### config.mk
export PLATFORM = sky130hd
export DESIGN_NAME = mode_reg_device_flat
export DESIGN_NICKNAME = d
export VERILOG_FILES = /design/src/logic/mrs_pkg.sv /design/src/logic/mrs_link_if.sv /design/src/logic/mode_reg_device.sv /design/src/flat_wrapper.sv
export SDC_FILE = /design/constraint.sdc
export NUM_CORES = 1
export LEC_CHECK = 0
export ABC_AREA = 1
export BUFFER_PORTS_ARGS = -buffer_cell sky130_fd_sc_hd__buf_2
export CORE_ASPECT_RATIO = 1.5
export CORE_UTILIZATION = 50
export CTS_BUF_LIST = sky130_fd_sc_hd__clkbuf_4 sky130_fd_sc_hd__clkbuf_8
export DETAILED_ROUTE_END_ITERATION = 10
export GPL_ROUTABILITY_DRIVEN = 0
export PLACE_DENSITY = 0.82
export SLEW_MARGIN = 10
export SYNTH_ARGS = -nofsm -noshare
export SYNTH_HDL_FRONTEND = slang
export SYNTH_SLANG_ARGS = --single-unit
### constraint.sdc
create_clock -name hclk -period 2.1 [get_ports hclk]
set_input_delay 0.525 -clock hclk [delete_from_list [all_inputs] [get_ports hclk]]
set_output_delay 0.525 -clock hclk [all_outputs]
set_load 0.01 [all_outputs]
### src/logic/mrs_pkg.sv
// Shared constants for the mode register link and its two ends
package mrs_pkg;
   // Register select codes on the command bus
   localparam logic [3:0] SEL_TERM_EXT = 4'h8;
   localparam logic [3:0] SEL_WCK_REF  = 4'hA;

   // termination_latency_ext field positions
   localparam int OP_CAL_LSB   = 0;
   localparam int OP_UPR_LSB   = 2;
   localparam int OP_OVERRIDE  = 4;
   localparam int OP_EDC_HIZ   = 5;
   localparam int OP_CLOCK_AUTO_CALIBRATION     = 6;
   localparam int OP_REF_PAIR  = 7;
   localparam int OP_RL_EXT    = 8;
   localparam int OP_WR_EXT    = 9;
   localparam int OP_CKT_LSB   = 10;

   // write_clock_ref_offset field positions
   localparam int OP_REF_OFS_LSB = 0;
   localparam int OP_WCK0_LSB    = 4;
   localparam int OP_WCK1_LSB    = 6;
   localparam int OP_TRAIN       = 8;
   localparam int OP_ZERO_BIT    = 9;
   localparam int OP_WCKT_LSB    = 10;

   // Termination codes
   localparam logic [1:0] TERM_OFF      = 2'h0;
   localparam logic [1:0] TERM_60       = 2'h1;
   localparam logic [1:0] TERM_120      = 2'h2;
   localparam logic [1:0] TERM_CODE3    = 2'h3;
   localparam logic [1:0] CKT_AT_RESET  = 2'h0;
   localparam logic [1:0] CKT_DISABLED  = 2'h3;
   localparam logic [3:0] REF_OFS_ZERO2 = 4'h8;

   // Reset values
   localparam logic [11:0] TERM_EXT_RESET = 12'h000;
   localparam logic [11:0] WCK_REF_RESET  = 12'h000;

   // Timing: mode command spacing and mode change delay
   localparam int CLK_MHZ           = 50;
   localparam int MODE_SPACING_NS   = 10;
   localparam int MODE_CHANGE_NS    = 200;
   localparam int MODE_SPACING_RAW  = (MODE_SPACING_NS * CLK_MHZ + 999) / 1000;
   localparam int MODE_CHANGE_RAW   = (MODE_CHANGE_NS * CLK_MHZ + 999) / 1000;
   localparam int MODE_SPACING_CYC  = (MODE_SPACING_RAW < 1) ? 1
                                      : MODE_SPACING_RAW;
   localparam int MODE_CHANGE_CYC   = (MODE_CHANGE_RAW < 1) ? 1
                                      : MODE_CHANGE_RAW;

   // Controller register map (byte addresses)
   localparam logic [7:0] CMD_OFS    = 8'h00;
   localparam logic [7:0] STATUS_OFS = 8'h04;
   localparam int ST_BUSY    = 0;
   localparam int ST_REFUSED = 1;
endpackage : mrs_pkg

### src/logic/mrs_link_if.sv
// Mode register set link between memory controller and device
`timescale 1ns/10ps
`default_nettype none
interface mrs_link_if (
   input wire logic clk
);
   logic        cmd_valid;
   logic [3:0]  sel;
   logic [11:0] op;
   logic [1:0]  ck_strap;

   modport device (
      input cmd_valid,
      input sel,
      input op,
      input ck_strap
   );
   modport host (
      output cmd_valid,
      output sel,
      output op,
      output ck_strap
   );
endinterface : mrs_link_if
`default_nettype wire

### src/logic/mode_reg_device.sv
// Device end: decodes and holds the two extension mode registers
`timescale 1ns/10ps
`default_nettype none
// How it works
// Select 1000 writes termination/latency register
// Termination override cleared at initialization
// Low command termination from op 1:0
// High command termination from op 3:2
// Override zero ignores command termination writes
// Host waits mode-change delay after termination
// Error-detect high-impedance floats outputs, top priority
// Bit 6 allows clock impedance update
// Clock calibration ignored when off/disabled
// Bit 7 picks single or paired refresh
// Bit 8 is read latency MSB
// Bit 9 is write recovery MSB
// Clock termination field, 00 uses strap
// Non-programmable clock termination ignores writes
// Host programs both channels identically
// Host waits mode-change delay after clock termination
// Select 1010 writes write-clock/offset register
// Write-clock termination and offset cleared initially
// Offset decode; 1000 means zero
// Per-byte write-clock phase invert/shift
// Write-clock termination and training enable
// Host keeps bit 9 zero, no reserved
// Half reference mode suppresses offset
module mode_reg_device #(
   parameter logic [1:0] INIT_CAL_TERM = mrs_pkg::TERM_60,
   parameter logic [1:0] INIT_UPR_TERM = mrs_pkg::TERM_60,
   parameter bit         CK_TERM_PROG  = 1'b1
) (
   input  wire logic        hclk,
   input  wire logic        hresetn,
   mrs_link_if.device       link,
   input  wire logic        half_cmd_ref,
   input  wire logic        cal_updates_off,
   input  wire logic        all_bank_refresh,
   input  wire logic        refresh_cmd,
   input  wire logic        refresh_ca4_low,
   input  wire logic [3:0]  read_latency_field,
   input  wire logic [3:0]  write_recovery_field,
   output logic [1:0]       cal_term,
   output logic [1:0]       high_cmd_termination,
   output logic             error_detect_hiz,
   output logic             ck_imp_update,
   output logic             other_imp_update,
   output logic             single_bank_refresh,
   output logic             paired_bank_refresh,
   output logic [4:0]       read_latency,
   output logic [4:0]       write_recovery,
   output logic [1:0]       ck_term,
   output logic [3:0]       ref_offset_step,
   output logic [1:0]       wck_phase0,
   output logic [1:0]       wck_phase1,
   output logic             write_clock_training,
   output logic [1:0]       wck_term
);
   import mrs_pkg::*;

   logic [11:0] term_ext_reg;
   logic [11:0] wck_ref_reg;
   logic [1:0]  cal_term_reg;
   logic [1:0]  upr_term_reg;
   logic [1:0]  strap_reg;
   logic        strap_taken_reg;
   logic        ck_term_off;
   logic        wr_term_ext;
   logic        wr_wck_ref;

   assign wr_term_ext = link.cmd_valid && (link.sel == SEL_TERM_EXT);
   assign wr_wck_ref  = link.cmd_valid && (link.sel == SEL_WCK_REF);

   // Strap is caught on the first edge after reset release, never in reset
   always_ff @(posedge hclk or negedge hresetn) begin
      if (!hresetn) begin
         strap_taken_reg <= 1'b0;
         strap_reg       <= TERM_OFF;
      end else if (!strap_taken_reg) begin
         strap_taken_reg <= 1'b1;
         strap_reg       <= link.ck_strap;
      end
   end

   always_ff @(posedge hclk or negedge hresetn) begin
      if (!hresetn) begin
         term_ext_reg <= TERM_EXT_RESET;
      end else if (wr_term_ext) begin
         term_ext_reg <= link.op;
         if (!CK_TERM_PROG) begin
            // Field keeps its init value, writes dropped
            term_ext_reg[OP_CKT_LSB +: 2] <= CKT_AT_RESET;
         end
      end
   end

   // Command termination keeps its power-up value until override allows
   always_ff @(posedge hclk or negedge hresetn) begin
      if (!hresetn) begin
         cal_term_reg <= INIT_CAL_TERM;
         upr_term_reg <= INIT_UPR_TERM;
      end else if (wr_term_ext && link.op[OP_OVERRIDE]) begin
         cal_term_reg <= link.op[OP_CAL_LSB +: 2];
         upr_term_reg <= link.op[OP_UPR_LSB +: 2];
      end
   end

   always_ff @(posedge hclk or negedge hresetn) begin
      if (!hresetn) begin
         wck_ref_reg <= WCK_REF_RESET;
      end else if (wr_wck_ref) begin
         wck_ref_reg <= link.op;
      end
   end

   // Clock termination is off when disabled by field or by the strap
   always_comb begin
      if (term_ext_reg[OP_CKT_LSB +: 2] == CKT_AT_RESET) begin
         ck_term_off = (strap_reg == CKT_DISABLED);
      end else begin
         ck_term_off = (term_ext_reg[OP_CKT_LSB +: 2] == CKT_DISABLED);
      end
   end

   // Decoded termination and latency settings
   always_ff @(posedge hclk or negedge hresetn) begin
      if (!hresetn) begin
         cal_term             <= INIT_CAL_TERM;
         high_cmd_termination <= INIT_UPR_TERM;
         error_detect_hiz     <= 1'b0;
         read_latency         <= 5'h00;
         write_recovery       <= 5'h00;
         ck_term              <= TERM_OFF;
      end else begin
         cal_term             <= cal_term_reg;
         high_cmd_termination <= upr_term_reg;
         // Float wins over any pattern source downstream
         error_detect_hiz     <= term_ext_reg[OP_EDC_HIZ];
         read_latency         <= {term_ext_reg[OP_RL_EXT],
                                  read_latency_field};
         write_recovery       <= {term_ext_reg[OP_WR_EXT],
                                  write_recovery_field};
         if (term_ext_reg[OP_CKT_LSB +: 2] == CKT_AT_RESET) begin
            ck_term <= strap_reg;
         end else begin
            ck_term <= term_ext_reg[OP_CKT_LSB +: 2];
         end
      end
   end

   // Calibration update strobes during all-bank refresh
   always_ff @(posedge hclk or negedge hresetn) begin
      if (!hresetn) begin
         ck_imp_update    <= 1'b0;
         other_imp_update <= 1'b0;
      end else begin
         other_imp_update <= all_bank_refresh && !cal_updates_off;
         ck_imp_update    <= all_bank_refresh && !cal_updates_off
                             && !ck_term_off
                             && term_ext_reg[OP_CLOCK_AUTO_CALIBRATION];
      end
   end

   // Refresh with CA4 low goes single or paired by bit 7
   always_ff @(posedge hclk or negedge hresetn) begin
      if (!hresetn) begin
         single_bank_refresh <= 1'b0;
         paired_bank_refresh <= 1'b0;
      end else begin
         single_bank_refresh <= refresh_cmd && refresh_ca4_low
                                && !term_ext_reg[OP_REF_PAIR];
         paired_bank_refresh <= refresh_cmd && refresh_ca4_low
                                && term_ext_reg[OP_REF_PAIR];
      end
   end

   // Write-clock and reference offset settings
   always_ff @(posedge hclk or negedge hresetn) begin
      if (!hresetn) begin
         ref_offset_step      <= 4'h0;
         wck_phase0           <= 2'h0;
         wck_phase1           <= 2'h0;
         write_clock_training <= 1'b0;
         wck_term             <= TERM_OFF;
      end else begin
         // Codes above 1000 are already two's complement of -7..-1
         if (half_cmd_ref
             || wck_ref_reg[OP_REF_OFS_LSB +: 4] == REF_OFS_ZERO2) begin
            ref_offset_step <= 4'h0;
         end else begin
            ref_offset_step <= wck_ref_reg[OP_REF_OFS_LSB +: 4];
         end
         wck_phase0           <= wck_ref_reg[OP_WCK0_LSB +: 2];
         wck_phase1           <= wck_ref_reg[OP_WCK1_LSB +: 2];
         write_clock_training <= wck_ref_reg[OP_TRAIN];
         wck_term             <= wck_ref_reg[OP_WCKT_LSB +: 2];
      end
   end
endmodule : mode_reg_device
`default_nettype wire

### src/flat_wrapper.sv
// flat-port wrapper written by rule: the top's interface ports become plain ports
module mode_reg_device_flat import mrs_pkg::*;
#(
   parameter logic [1:0] INIT_CAL_TERM = mrs_pkg::TERM_60,
   parameter logic [1:0] INIT_UPR_TERM = mrs_pkg::TERM_60,
   parameter bit         CK_TERM_PROG  = 1'b1
)
  (hclk, hresetn, half_cmd_ref, cal_updates_off, all_bank_refresh, refresh_cmd, refresh_ca4_low, read_latency_field, write_recovery_field, cal_term, high_cmd_termination, error_detect_hiz, ck_imp_update, other_imp_update, single_bank_refresh, paired_bank_refresh, read_latency, write_recovery, ck_term, ref_offset_step, wck_phase0, wck_phase1, write_clock_training, wck_term, clk, link_cmd_valid, link_sel, link_op, link_ck_strap);
  mrs_link_if link_i (.clk(clk));
  input  wire logic hclk;
  input  wire logic hresetn;
  input  wire logic half_cmd_ref;
  input  wire logic cal_updates_off;
  input  wire logic all_bank_refresh;
  input  wire logic refresh_cmd;
  input  wire logic refresh_ca4_low;
  input  wire logic [3:0] read_latency_field;
  input  wire logic [3:0] write_recovery_field;
  output logic [1:0] cal_term;
  output logic [1:0] high_cmd_termination;
  output logic error_detect_hiz;
  output logic ck_imp_update;
  output logic other_imp_update;
  output logic single_bank_refresh;
  output logic paired_bank_refresh;
  output logic [4:0] read_latency;
  output logic [4:0] write_recovery;
  output logic [1:0] ck_term;
  output logic [3:0] ref_offset_step;
  output logic [1:0] wck_phase0;
  output logic [1:0] wck_phase1;
  output logic write_clock_training;
  output logic [1:0] wck_term;
  input wire logic clk;
  input wire logic [$bits(link_i.cmd_valid)-1:0] link_cmd_valid;
  input wire logic [$bits(link_i.sel)-1:0] link_sel;
  input wire logic [$bits(link_i.op)-1:0] link_op;
  input wire logic [$bits(link_i.ck_strap)-1:0] link_ck_strap;
  assign link_i.cmd_valid = link_cmd_valid;
  assign link_i.sel = link_sel;
  assign link_i.op = link_op;
  assign link_i.ck_strap = link_ck_strap;
  mode_reg_device #(.INIT_CAL_TERM(INIT_CAL_TERM), .INIT_UPR_TERM(INIT_UPR_TERM), .CK_TERM_PROG(CK_TERM_PROG)) u_core (.hclk(hclk), .hresetn(hresetn), .link(link_i), .half_cmd_ref(half_cmd_ref), .cal_updates_off(cal_updates_off), .all_bank_refresh(all_bank_refresh), .refresh_cmd(refresh_cmd), .refresh_ca4_low(refresh_ca4_low), .read_latency_field(read_latency_field), .write_recovery_field(write_recovery_field), .cal_term(cal_term), .high_cmd_termination(high_cmd_termination), .error_detect_hiz(error_detect_hiz), .ck_imp_update(ck_imp_update), .other_imp_update(other_imp_update), .single_bank_refresh(single_bank_refresh), .paired_bank_refresh(paired_bank_refresh), .read_latency(read_latency), .write_recovery(write_recovery), .ck_term(ck_term), .ref_offset_step(ref_offset_step), .wck_phase0(wck_phase0), .wck_phase1(wck_phase1), .write_clock_training(write_clock_training), .wck_term(wck_term));
endmodule
==> flow_results.xml <==
<?xml version="1.0" encoding="UTF-8"?>
<metrics>
  <group name="critical_path">
    <metric name="r2r_start" unit="">u_core.wck_ref_reg[0]$_DFFE_PN0P_</metric>
    <metric name="worst_setup_path_startpoint" unit="">u_core.high_cmd_termination[0]$_DFF_PN1_</metric>
    <metric name="critical_path.max_fanout" unit="">1</metric>
    <metric name="cp_cell_sequence" unit="">buf_2</metric>
    <metric name="worstPathRequired" unit="ps">1570</metric>
    <metric name="start_kind" unit="">flop</metric>
    <metric name="cp_slowest_cell" unit="">sky130_fd_sc_hd__dfstp_2</metric>
    <metric name="cp_data_arrival_time" unit="ps">940</metric>
    <metric name="timing.critical_path.to_type" unit="">output port</metric>
    <metric name="worst-r2r-cell-count" unit="">4</metric>
    <metric name="r2r_slack" unit="ps">1140</metric>
    <metric name="crit_buf_inv" unit="">1</metric>
    <metric name="highest_cell_delay_on_the_worst_timing_path" unit="ps">510</metric>
    <metric name="critPathTopFamily" unit="">flip-flops</metric>
    <metric name="crit_type" unit="">flop to output port</metric>
    <metric name="regToRegEndpoint" unit="">u_core.ref_offset_step[2]$_DFF_PN0_</metric>
  </group>
  <group name="finish">
    <metric name="largest_reg_flops" unit="">11</metric>
    <metric name="layout-area-overhead-vs-synth" unit="%">32.09</metric>
    <metric name="final_design_area_no_fill" unit="sq um">2580</metric>
    <metric name="final_core_util" unit="%">69.43</metric>
    <metric name="final_layout_size_suffix_gt1_share" unit="%">38.84</metric>
    <metric name="fin_cells" unit="">285</metric>
    <metric name="antenna_cells_inserted" unit="">0</metric>
    <metric name="final_nets" unit="">272</metric>
  </group>
  <group name="pwr">
    <metric name="pwr-share-clk" unit="%">44.9</metric>
    <metric name="switching_pwr" unit="mW">0.6729</metric>
    <metric name="vdd.ir_drop.worst" unit="mV">0.7711</metric>
    <metric name="power.combinational.fraction" unit="%">10.8</metric>
    <metric name="leakage" unit="nW">1.426</metric>
    <metric name="power_density" unit="nW/um^2">1186</metric>
    <metric name="intPower" unit="mW">2.388</metric>
    <metric name="seq_power_share" unit="%">44.3</metric>
    <metric name="report.power.total" unit="mW">3.060</metric>
    <metric name="netSwitchingFraction" unit="%">21.99</metric>
  </group>
  <group name="routing">
    <metric name="wire_per_inst" unit="microns">13.11</metric>
    <metric name="drcViolationCount" unit="">0</metric>
    <metric name="dr.first_iter.drc_count" unit="">40</metric>
    <metric name="routed-via-count" unit="">1441</metric>
    <metric name="ant_nets" unit="">0</metric>
    <metric name="first_pass_iters" unit="">4</metric>
    <metric name="wirelength" unit="microns">3735</metric>
    <metric name="post_drt_via_cell_ratio" unit="">5.056</metric>
  </group>
  <group name="timing">
    <metric name="grt_setup_unrepaired" unit="">false</metric>
    <metric name="timing.fmax" unit="GHz">0.6805</metric>
    <metric name="max-slew-margin-rel" unit="%">66.48</metric>
    <metric name="fin_skew" unit="ps">1.898</metric>
    <metric name="final_report_setup_violation_count" unit="">0</metric>
    <metric name="hold_viol" unit="">0</metric>
    <metric name="totalNegativeSetupSlack" unit="ps">0</metric>
    <metric name="worst_slack" unit="ps">630.5</metric>
    <metric name="timing_max_transition_violations_final" unit="">0</metric>
    <metric name="fin_crit_sh" unit="%">69.97</metric>
    <metric name="worst_slew_pin_slew" unit="ps">502.8</metric>
    <metric name="period_needed" unit="ps">1469</metric>
    <metric name="fin_worst_hold_slack" unit="ps">169.6</metric>
  </group>
  <group name="synthesis">
    <metric name="synth_seq_area_share" unit="%">73.29</metric>
    <metric name="yosys_warnings" unit="">0</metric>
    <metric name="syn_avg_cell_area" unit="sq um">11.84</metric>
    <metric name="syn-instance-count" unit="">165</metric>
    <metric name="number_of_synthesized_register_bits" unit="">57</metric>
    <metric name="synth_nets" unit="">200</metric>
    <metric name="synth_cell_types" unit="">19</metric>
    <metric name="syn_area" unit="sq um">1953</metric>
  </group>
  <group name="grt">
    <metric name="antenna_violations_before_repair" unit="">0</metric>
    <metric name="grt_start_max_net_pins" unit="">37</metric>
    <metric name="grt_pass1_wl" unit="microns">6092</metric>
    <metric name="total_congestion_overflow_after_global_routing" unit="">0</metric>
    <metric name="number_of_global_route_vias_before_repair" unit="">1391</metric>
    <metric name="groute.usage.overall" unit="%">21.49</metric>
  </group>
  <group name="clocking">
    <metric name="cts_hold_buf" unit="">0</metric>
    <metric name="tritoncts.num_buffers" unit="">9</metric>
    <metric name="clockBufferDepth" unit="">2</metric>
    <metric name="cts-resized-gates" unit="">0</metric>
    <metric name="clock_tree_from_tritoncts" unit="">yes</metric>
    <metric name="clock_sink_count" unit="">57</metric>
    <metric name="post_cts_buffers" unit="">0</metric>
    <metric name="clock-root-buffer" unit="">sky130_fd_sc_hd__clkbuf_8</metric>
    <metric name="clk_pin_slew" unit="ps">60</metric>
    <metric name="clock_tree.htree_level_count" unit="">3</metric>
    <metric name="clk_latency" unit="ps">320</metric>
  </group>
  <group name="status">
    <metric name="status" unit="">complete, no violations</metric>
  </group>
  <group name="placement">
    <metric name="place.detailed.instances" unit="">269</metric>
    <metric name="portBuffers" unit="">65</metric>
    <metric name="dp_slack" unit="ps">597.8</metric>
    <metric name="dpl-instance-area" unit="sq um">2303</metric>
    <metric name="dpl.hpwl" unit="microns">2489</metric>
  </group>
  <group name="floorplan">
    <metric name="chipHeight" unit="microns">78.55</metric>
    <metric name="num_rows" unit="">27</metric>
    <metric name="die_x" unit="microns">53.03</metric>
    <metric name="initial_utilization" unit="%">52.56</metric>
    <metric name="io_pins" unit="">67</metric>
    <metric name="die_outline_area" unit="sq um">4165</metric>
    <metric name="core-area" unit="sq um">3716</metric>
  </group>
  <group name="run">
    <metric name="count_of_maximum_capacitance_violations" unit="">0</metric>
  </group>
  <group name="hold_path">
    <metric name="hold_path_class" unit="">input port to asynchronous set/reset pin</metric>
  </group>
</metrics>
per-layer routing:
| metal | routed length (microns) | global-route usage [%] |
|---|---|---|
| met4 | 95 | 14.21 |
| met1 | 1341 | 23.68 |
| met3 | 345 | 7.946 |
| met2 | 1952 | 33.54 |
| met5 | 0 | 0 |
layout by cell type (no fill, tap or decap):
cell type | netlist | final
sky130_fd_sc_hd__dfstp_2 | 4 | 4
sky130_fd_sc_hd__dfrtp_1 | 53 | 53
sky130_fd_sc_hd__nor2_4 | 1 | 1
sky130_fd_sc_hd__a21oi_1 | 2 | 2
sky130_fd_sc_hd__buf_12 | 0 | 1
sky130_fd_sc_hd__conb_1 | 1 | 1
sky130_fd_sc_hd__nand2_2 | 3 | 3
sky130_fd_sc_hd__clkinv_2 | 0 | 1
sky130_fd_sc_hd__o21bai_1 | 1 | 1
sky130_fd_sc_hd__o21ai_0 | 1 | 1
sky130_fd_sc_hd__inv_2 | 2 | 2
sky130_fd_sc_hd__bufinv_16 | 0 | 4
sky130_fd_sc_hd__mux2_2 | 1 | 1
sky130_fd_sc_hd__a21o_1 | 1 | 1
sky130_fd_sc_hd__buf_2 | 0 | 65
sky130_fd_sc_hd__nor2_1 | 9 | 9
sky130_fd_sc_hd__inv_1 | 9 | 9
sky130_fd_sc_hd__nor2_8 | 1 | 1
sky130_fd_sc_hd__nand3_1 | 19 | 19
sky130_fd_sc_hd__nand4_1 | 5 | 5
sky130_fd_sc_hd__clkbuf_8 | 0 | 11
sky130_fd_sc_hd__nand2_1 | 47 | 47
kinds of logic after synthesis:
family | after synthesis | share of synthesized area (%)
compound gates | 5 | 1.538
buf+inv | 16 | 4.612
flops | 57 | 73.29
mux | 1 | 0.5765
other cells | 1 | 0.1920
simple gates | 85 | 19.79
how the worst max path moves through the flow:
stage	end	slack (ps)	cells past startpoint
4_1_cts	high_cmd_termination[0]	610	1
3_3_place_gp	u_core.wck_ref_reg[1]$_DFFE_PN0P_	620	7
3_5_place_dp	u_core.wck_ref_reg[0]$_DFFE_PN0P_	600	7
6_report	high_cmd_termination[0]	630	1
2_1_floorplan	u_core.wck_ref_reg[3]$_DFFE_PN0P_	950	7
5_1_grt	high_cmd_termination[0]	590	1
cells in the mapped netlist, drive strengths merged:
cell     n  share of area, %
nand4    5               1.6
inv     11               2.1
dfrtp   53                68
a21o     1              0.38
o21ai    1              0.26
nand2   50                10
nand3   19               4.9
a21oi    2              0.51
mux2     1              0.58
buf      5               2.5
conb     1              0.19
dfstp    4               5.4
o21bai   1              0.38
nor2    11               3.3
power by group through the flow:
stage | Clock [mW] | Combinational [mW] | Sequential (mW)
after global routing | 1.45 | 0.376 | 1.37
after detailed placement | 0 | 0.330 | 1.37
after floorplan | 0 | 0.121 | 1.41
after CTS | 1.39 | 0.336 | 1.36
final | 1.37 | 0.331 | 1.35
after global placement | 0 | 0.318 | 1.37
cell type report:
type	instances	area, sq um
flip-flops and latches	57	1431
fillers	278	1136
multi-input cells	92	431.7
repair buffers	66	345.3
clock buffers	11	151.4
clock inverters	5	125.1
well taps	43	53.80
inverters	11	41.29
Power figures use the tool's default switching activity.
